$ cat config.mk
export PLATFORM = sky130hd
export DESIGN_NAME = general_register_file
export DESIGN_NICKNAME = d
export VERILOG_FILES = /design/src/hw/gpr_pkg.sv /design/src/hw/aux_reg_bank.sv /design/src/hw/general_register_file.sv
export SDC_FILE = /design/constraint.sdc
export NUM_CORES = 2
export LEC_CHECK = 0
export BUFFER_PORTS_ARGS = -buffer_cell sky130_fd_sc_hd__buf_2
export CELL_PAD_IN_SITES_DETAIL_PLACEMENT = 2
export CELL_PAD_IN_SITES_GLOBAL_PLACEMENT = 2
export CORE_ASPECT_RATIO = 0.5
export CORE_MARGIN = 2
export CORE_UTILIZATION = 35
export CTS_CLUSTER_SIZE = 14
export DETAILED_ROUTE_END_ITERATION = 10
export PLACE_DENSITY = 0.77
export SLEW_MARGIN = 15
export SYNTH_ARGS = -nofsm -noshare
export SYNTH_HDL_FRONTEND = slang
export SYNTH_SLANG_ARGS = --single-unit
export TNS_END_PERCENT = 30
$ cat constraint.sdc
create_clock -name clock -period 9.6 [get_ports clock]
set_input_delay 1.92 -clock clock [delete_from_list [all_inputs] [get_ports clock]]
set_output_delay 1.92 -clock clock [all_outputs]
set_load 0.02 [all_outputs]
$ cat src/hw/gpr_pkg.sv
package gpr_pkg;
    localparam int DATA_W = 32;
    localparam int IDX_W = 4;
    localparam int NUM_GPR = 16;
    localparam int AUX_IDX_W = 2;
    localparam int NUM_AUX = 4;
    localparam logic [IDX_W-1:0] INDEX_REG = 4'h0;
    localparam logic [IDX_W-1:0] STACK_REG = 4'hf;
    localparam logic [DATA_W-1:0] WORD_BYTES = 32'h0000_0004;
    localparam logic [DATA_W-1:0] AUX_RESET = 32'h0000_0000;
    localparam logic [DATA_W-1:0] WORD_ZERO = 32'h0000_0000;

    // exception stack sequencer
    typedef enum logic [4:0] {
        EXC_IDLE = 5'b00001,
        EXC_PUSH_SR = 5'b00010,
        EXC_PUSH_PC = 5'b00100,
        EXC_POP_PC = 5'b01000,
        EXC_POP_SR = 5'b10000
    } exc_state_e;
endpackage

$ cat src/hw/aux_reg_bank.sv
`timescale 1ns/100ps
// four-entry bank used for both the control and the system registers
module aux_reg_bank (
    // clock and reset
    input wire logic clock,
    input wire logic sys_rst,
    // write side
    input wire logic wr_en,
    input wire logic [gpr_pkg::AUX_IDX_W-1:0] wr_idx,
    input wire logic [gpr_pkg::DATA_W-1:0] wr_data,
    // read side, registered
    input wire logic [gpr_pkg::AUX_IDX_W-1:0] rd_idx,
    output logic [gpr_pkg::DATA_W-1:0] rd_data
);
    import gpr_pkg::*;

    logic [DATA_W-1:0] bank_r [NUM_AUX];

    // each entry is its own flop group with a defined reset value
    genvar g;
    generate
        for (g = 0; g < NUM_AUX; g++) begin : g_ent
            always_ff @(posedge clock) begin
                if (sys_rst) begin
                    bank_r[g] <= AUX_RESET;
                end else if (wr_en && wr_idx == AUX_IDX_W'(g)) begin
                    bank_r[g] <= wr_data;
                end
            end
        end
    endgenerate

    // registered read keeps the output straight off a flop
    always_ff @(posedge clock) begin
        if (sys_rst) begin
            rd_data <= AUX_RESET;
        end else begin
            rd_data <= bank_r[rd_idx];
        end
    end

    a_aux_write_read: assert property (
        @(posedge clock) disable iff (sys_rst)
        wr_en && rd_idx == wr_idx ##1 rd_idx == $past(wr_idx)
        |=> rd_data == $past(wr_data, 2))
        else $error("aux bank read did not return the written word");
endmodule

$ cat src/hw/general_register_file.sv
`timescale 1ns/100ps
module general_register_file (
    // clock and reset
    input wire logic clock,
    input wire logic sys_rst,
    // read port a (operand)
    input wire logic [gpr_pkg::IDX_W-1:0] rd_a_idx,
    input wire logic rd_a_force_zero,
    output logic [gpr_pkg::DATA_W-1:0] rd_a_data,
    // read port b (operand)
    input wire logic [gpr_pkg::IDX_W-1:0] rd_b_idx,
    output logic [gpr_pkg::DATA_W-1:0] rd_b_data,
    // datapath write port
    input wire logic wr_en,
    input wire logic [gpr_pkg::IDX_W-1:0] wr_idx,
    input wire logic wr_force_zero,
    input wire logic [gpr_pkg::DATA_W-1:0] wr_data,
    // address generation
    input wire logic [gpr_pkg::IDX_W-1:0] agen_base_idx,
    input wire logic agen_indexed,
    input wire logic [gpr_pkg::DATA_W-1:0] agen_disp,
    output logic [gpr_pkg::DATA_W-1:0] agen_addr,
    // exception sequencer
    input wire logic exc_enter,
    input wire logic exc_return,
    input wire logic [gpr_pkg::DATA_W-1:0] status_word,
    input wire logic [gpr_pkg::DATA_W-1:0] program_counter,
    output logic exc_busy,
    output logic exc_done,
    output logic [gpr_pkg::DATA_W-1:0] restored_status_word,
    output logic [gpr_pkg::DATA_W-1:0] restored_program_counter,
    // stack memory port
    output logic mem_req,
    output logic mem_we,
    output logic [gpr_pkg::DATA_W-1:0] mem_addr,
    output logic [gpr_pkg::DATA_W-1:0] mem_wdata,
    input wire logic [gpr_pkg::DATA_W-1:0] mem_rdata,
    input wire logic mem_ack,
    // control and system registers
    input wire logic aux_wr_en,
    input wire logic aux_sel_system,
    input wire logic [gpr_pkg::AUX_IDX_W-1:0] aux_wr_idx,
    input wire logic [gpr_pkg::DATA_W-1:0] aux_wr_data,
    input wire logic [gpr_pkg::AUX_IDX_W-1:0] aux_rd_idx,
    output logic [gpr_pkg::DATA_W-1:0] ctrl_rd_data,
    output logic [gpr_pkg::DATA_W-1:0] sys_rd_data
);
    import gpr_pkg::*;

    // general file; contents are undefined until software loads them
    logic [DATA_W-1:0] gpr_r [NUM_GPR];
    exc_state_e state_r, state_nxt;
    logic [DATA_W-1:0] pc_hold_r;

    // index selection with the zero override
    function automatic logic [IDX_W-1:0] pick_idx(
        input logic [IDX_W-1:0] idx,
        input logic force_zero
    );
        pick_idx = force_zero ? INDEX_REG : idx;
    endfunction

    wire [IDX_W-1:0] rd_a_eff = pick_idx(rd_a_idx, rd_a_force_zero);
    wire [IDX_W-1:0] wr_eff = pick_idx(wr_idx, wr_force_zero);
    wire [DATA_W-1:0] sp_val = gpr_r[STACK_REG];
    wire [DATA_W-1:0] base_val = gpr_r[agen_base_idx];
    wire [DATA_W-1:0] index_val = gpr_r[INDEX_REG];

    // read ports are combinational so the decoder sees data the same cycle;
    // this is the one place where top outputs skip a flop
    assign rd_a_data = gpr_r[rd_a_eff];
    assign rd_b_data = gpr_r[rd_b_idx];

    // stack pointer update, taken when a stack beat is acknowledged
    wire in_push = (state_r == EXC_PUSH_SR) || (state_r == EXC_PUSH_PC);
    wire in_pop = (state_r == EXC_POP_PC) || (state_r == EXC_POP_SR);
    wire sp_wr_en = mem_ack && (in_push || in_pop);
    wire [DATA_W-1:0] sp_wr_data = in_push ? mem_addr
                                           : mem_addr + WORD_BYTES;
    wire dp_blocked = sp_wr_en && (wr_eff == STACK_REG);
    wire dp_wr_go = wr_en && !dp_blocked;

    // write port: the sequencer wins a same-cycle clash on the pointer
    always_ff @(posedge clock) begin
        if (dp_wr_go) begin
            gpr_r[wr_eff] <= wr_data;
        end
        if (sp_wr_en) begin
            gpr_r[STACK_REG] <= sp_wr_data;
        end
    end

    // effective address: base plus index register zero or a displacement
    wire [DATA_W-1:0] agen_nxt = agen_indexed ? base_val + index_val
                                              : base_val + agen_disp;
    always_ff @(posedge clock) begin
        if (sys_rst) begin
            agen_addr <= WORD_ZERO;
        end else begin
            agen_addr <= agen_nxt;
        end
    end

    // sequencer next state; entry wins if both requests come together
    always_comb begin
        state_nxt = state_r;
        unique case (state_r)
            EXC_IDLE: begin
                if (exc_enter) begin
                    state_nxt = EXC_PUSH_SR;
                end else if (exc_return) begin
                    state_nxt = EXC_POP_PC;
                end
            end
            EXC_PUSH_SR: begin
                if (mem_ack) begin
                    state_nxt = EXC_PUSH_PC;
                end
            end
            EXC_POP_PC: begin
                if (mem_ack) begin
                    state_nxt = EXC_POP_SR;
                end
            end
            EXC_PUSH_PC, EXC_POP_SR: begin
                if (mem_ack) begin
                    state_nxt = EXC_IDLE;
                end
            end
            default: state_nxt = EXC_IDLE;
        endcase
    end

    wire last_beat = mem_ack && (state_r == EXC_PUSH_PC
                                 || state_r == EXC_POP_SR);
    wire start_push = (state_r == EXC_IDLE) && exc_enter;
    wire start_pop = (state_r == EXC_IDLE) && !exc_enter && exc_return;

    // status and busy flags
    always_ff @(posedge clock) begin
        if (sys_rst) begin
            state_r <= EXC_IDLE;
            exc_busy <= 1'b0;
            exc_done <= 1'b0;
        end else begin
            state_r <= state_nxt;
            exc_busy <= (state_nxt != EXC_IDLE);
            exc_done <= last_beat;
        end
    end

    // stack memory beats: status word pushed first, so it pops last
    always_ff @(posedge clock) begin
        if (sys_rst) begin
            mem_req <= 1'b0;
            mem_we <= 1'b0;
            mem_addr <= WORD_ZERO;
            mem_wdata <= WORD_ZERO;
            pc_hold_r <= WORD_ZERO;
        end else if (start_push) begin
            mem_req <= 1'b1;
            mem_we <= 1'b1;
            mem_addr <= sp_val - WORD_BYTES;
            mem_wdata <= status_word;
            pc_hold_r <= program_counter;
        end else if (start_pop) begin
            mem_req <= 1'b1;
            mem_we <= 1'b0;
            mem_addr <= sp_val;
        end else if (mem_ack && state_r == EXC_PUSH_SR) begin
            mem_addr <= mem_addr - WORD_BYTES;
            mem_wdata <= pc_hold_r;
        end else if (mem_ack && state_r == EXC_POP_PC) begin
            mem_addr <= mem_addr + WORD_BYTES;
        end else if (last_beat) begin
            mem_req <= 1'b0;
            mem_we <= 1'b0;
        end
    end

    // restored words are held until the next return overwrites them
    always_ff @(posedge clock) begin
        if (sys_rst) begin
            restored_program_counter <= WORD_ZERO;
            restored_status_word <= WORD_ZERO;
        end else if (mem_ack && state_r == EXC_POP_PC) begin
            restored_program_counter <= mem_rdata;
        end else if (mem_ack && state_r == EXC_POP_SR) begin
            restored_status_word <= mem_rdata;
        end
    end

    // control and system registers live outside the general file
    aux_reg_bank u_ctrl_bank (
        .clock(clock),
        .sys_rst(sys_rst),
        .wr_en(aux_wr_en && !aux_sel_system),
        .wr_idx(aux_wr_idx),
        .wr_data(aux_wr_data),
        .rd_idx(aux_rd_idx),
        .rd_data(ctrl_rd_data)
    );
    aux_reg_bank u_sys_bank (
        .clock(clock),
        .sys_rst(sys_rst),
        .wr_en(aux_wr_en && aux_sel_system),
        .wr_idx(aux_wr_idx),
        .wr_data(aux_wr_data),
        .rd_idx(aux_rd_idx),
        .rd_data(sys_rd_data)
    );

    a_datapath_write: assert property (
        @(posedge clock) disable iff (sys_rst)
        wr_en && !(sp_wr_en && wr_eff == STACK_REG)
        |=> gpr_r[$past(wr_eff)] == $past(wr_data))
        else $error("datapath write not stored");

    a_zero_forced_write: assert property (
        @(posedge clock) disable iff (sys_rst)
        wr_en && wr_force_zero |=> gpr_r[0] == $past(wr_data))
        else $error("forced write missed register zero");

    a_stack_priority: assert property (
        @(posedge clock) disable iff (sys_rst)
        sp_wr_en && wr_en |=> gpr_r[STACK_REG] == $past(sp_wr_data))
        else $error("stack pointer lost to datapath write");

    a_entry_first_push: assert property (
        @(posedge clock) disable iff (sys_rst)
        start_push |=> mem_req && mem_we && mem_wdata == $past(status_word)
        && mem_addr == $past(sp_val) - WORD_BYTES)
        else $error("entry did not push status word below pointer");

    a_entry_second_push: assert property (
        @(posedge clock) disable iff (sys_rst)
        state_r == EXC_PUSH_SR && mem_ack |=> mem_req && mem_we
        && mem_wdata == pc_hold_r && mem_addr == $past(mem_addr) - WORD_BYTES)
        else $error("program counter push misplaced");

    a_entry_pointer_end: assert property (
        @(posedge clock) disable iff (sys_rst)
        state_r == EXC_PUSH_PC && mem_ack
        |=> exc_done && !mem_req && gpr_r[STACK_REG] == $past(mem_addr))
        else $error("pointer wrong after exception entry");

    a_return_first_pop: assert property (
        @(posedge clock) disable iff (sys_rst)
        start_pop |=> mem_req && !mem_we && mem_addr == $past(sp_val))
        else $error("return did not read at the pointer");

    a_return_restore: assert property (
        @(posedge clock) disable iff (sys_rst)
        state_r == EXC_POP_SR && mem_ack |=> exc_done
        && restored_status_word == $past(mem_rdata)
        && gpr_r[STACK_REG] == $past(mem_addr) + WORD_BYTES)
        else $error("status word or pointer wrong after return");

    a_indexed_address: assert property (
        @(posedge clock) disable iff (sys_rst)
        agen_indexed |=> agen_addr == $past(base_val) + $past(index_val))
        else $error("indexed address is not base plus register zero");
endmodule

==> results.cfg <==
[layout]
final_common_cell = edfxtp_1
area_delta_synth_final_pct = 16.3
mostFrequentLayoutCells = edfxtp_1, buf_2, nand2_1, mux4_2, and2_1
fin_cells = 6381
nets = 4563
drive_gt1_share_pct = 31.0
fill_cells = 14600

[hold_path]
hold_depth = 2
worstHoldPathType = register to register

[clocking]
htreeDepth = 3
post_cts_buffers = 0
root_buffer = clkbuf_16
insertion_delay_ns = 0.78
postCtsResizedCells = 0
hold_buffers = 0
numCtsBuffers = 101
clock_path_buffers = 3
clock_sinks = 1033
clkSlewWorstSetupHoldPaths_ns = 0.07
cts_tree = yes

[synthesis]
synth.cell_area_um2 = 51800
synth_top_area_cell = edfxtp_1
synth_ff_type = edfxtp_1
ys_types = 80
synth_edf_count = 768
yosys-top-cells-area = edfxtp_1, mux4_2, dfxtp_1, and2_1, mux2_2
ys_seq_area_share_pct = 54.8
synthArstFlopShare_pct = 0
syn_nets = 4174
synth_area_per_cell_um2 = 13.2
yosys.area.top_type_share_pct = 44.5
ys_warn_count = 0
syn-instance-count = 3916
synth-seq-cells = 1033

[critical_path]
crit_type = input pin to output pin
startpoint_type = input pin
reg2reg_depth = 11
end_kind = output pin
crit_chain = buf_4 -> buf_4 -> nor2b_4 -> buf_4 -> o21ai_0 -> a32o_1 -> buf_2
required_ns = 7.68
critPathMaxStageDelay_ns = 0.65
rrSetupSlack_ns = 5.00
crit_slowest_cell = buf_4
cpMostUsedCell = buf_4
critPathArrivalTime_ns = 4.90
critPathMaxFanout = 44

[placed_design]
dp.cells = 6171
place_ws_ns = 2.58
gp_congestion = 0.887
place_hpwl_um = 131000
portBuffers = 514

[timing]
finalSetupViolations = 0
relSlewSlack_pct = 17.9
rsz0062_at_grt = false
clock.fmax_ghz = 0.147
max_slew.worst_pin.slew_ns = 1.23
fin_worst_skew_ns = 0.0678
drv_slew = 0
tns_ns = 0
hold_ws_ns = 0.457
hold_viol = 0
setup_ws_ns = 2.78
min_period_ns = 6.82
period_share_pct = 71.1

[routing]
avgViaCountPerCell = 6.08
antenna_left = 0
drc = 0
vias = 38800
post_drt_wl_per_cell_um = 32.5
drt_iter0_drc = 4066
routed_wl_um = 208000
dr.pass1.iters = 6

[die]
die_h_um = 276
num_rows = 99
start_util_pct = 35.4
die_x_um = 548
die_area_um2 = 151000
core-area_um2 = 146000
io_pins = 515

[global_route]
grt_start_max_net_pins = 95
grt_pass1_wl_um = 300000
antenna_found_initial = 26
grt_pass1_vias = 41900
grt.overflow.total = 0
grt_util_all_layers_pct = 26.9

[job]
maxCapViolCount = 0

[pwr]
power_density_nw_per_um2 = 189
ir_worst_vdd_mv = 0.148
p_leak_nw = 20.8

[status]
status = complete, no violations
## power breakdown
| group | switching (mW) | total, mW | internal (mW) |
|---|---|---|---|
| Combinational | 1.15 | 1.79 | 0.641 |
| Clock | 1.96 | 4.44 | 2.47 |
| Sequential | 0.155 | 5.17 | 5.01 |
## logic make-up after synthesis
group / Yosys count / synth area share [%]
mux: 617 / 21.6
flops: 1033 / 54.8
fa+ha+maj: 35 / 0.860
compound gates: 705 / 8.45
xor+xnor: 69 / 1.17
simple gates: 1125 / 10.7
buf+inv: 332 / 2.44
## stage by stage
stage	instance area (um^2)	total power [mW]	util [%]
floorplan	51800	6.26	-
global placement	56600	6.95	38.7
detailed placement	56600	7.02	38.7
CTS	60200	11.4	41.1
global route	60200	11.7	41.2
finish	60200	11.4	41.2
## critical path: cells and delay by family
| kind | cells | cell delay (ns) |
|---|---|---|
| AO/OA/AOI/OAI | 2 | 0.62 |
| AND/OR/NAND/NOR | 1 | 0.62 |
| buffers and inverters | 4 | 1.64 |
## worst paths after layout
path                       from             to
hold reg to reg   pc_hold_r[30]  mem_wdata[30]
hold / removal    pc_hold_r[30]  mem_wdata[30]
setup reg to reg   gpr_r[15][4]  agen_addr[29]
setup / recovery    rd_a_idx[1]   rd_a_data[5]
## cell type report
| cell class | instances | area [um^2] | share of cell area (%) |
|---|---|---|---|
| timing repair buffer | 593 | 3250 | 5.40 |
| inverter | 25 | 93.8 | 0.156 |
| tap | 1969 | 2460 | 4.09 |
| clock inverter | 58 | 801 | 1.33 |
| sequential | 1033 | 28400 | 47.1 |
| clock buffer | 134 | 2790 | 4.64 |
| multi-input combinational | 2551 | 22400 | 37.2 |
| antenna | 18 | 45.0 | 0.0748 |
## synthesized netlist by cell type (all sizes together) (6+ instances only)
cell type / count
nor2: 203
nand2b: 12
or3: 14
nand3: 39
a31oi: 12
or4: 12
xor2: 26
dfxtp: 265
buf: 63
a211oi: 17
o21a: 8
or2: 6
nor3: 36
a21o: 7
a221oi: 64
a311oi: 35
nor2b: 18
and2: 329
nand2: 400
mux2i: 69
and3: 10
nor4: 19
mux4: 384
o21bai: 6
clkbuf: 244
inv: 24
a21oi: 303
nand4: 10
o31ai: 9
a32o: 33
ha: 34
o21ai: 157
o211ai: 12
xnor2: 43
edfxtp: 768
mux2: 164
a22oi: 6
## metal layers
layer	global-route usage [%]	wire length (um)	vias to the layer above
met5	0	56	-
met4	12.6	9770	8
met3	4.59	16000	500
met2	45.2	101000	1959
met1	34.1	81000	20400
li1	-	-	15900
## registers in the layout (all words and copies together) (netlist names)
name	count
exc_done	1
u_sys_bank.rd_data	32
state_r	5
u_sys_bank.bank_r	128
restored_program_counter	32
mem_req	1
gpr_r	512
exc_busy	1
mem_wdata	32
agen_addr	32
u_ctrl_bank.rd_data	32
mem_addr	32
restored_status_word	32
u_ctrl_bank.bank_r	128
mem_we	1
pc_hold_r	32
(Power assumes the default switching activity.)
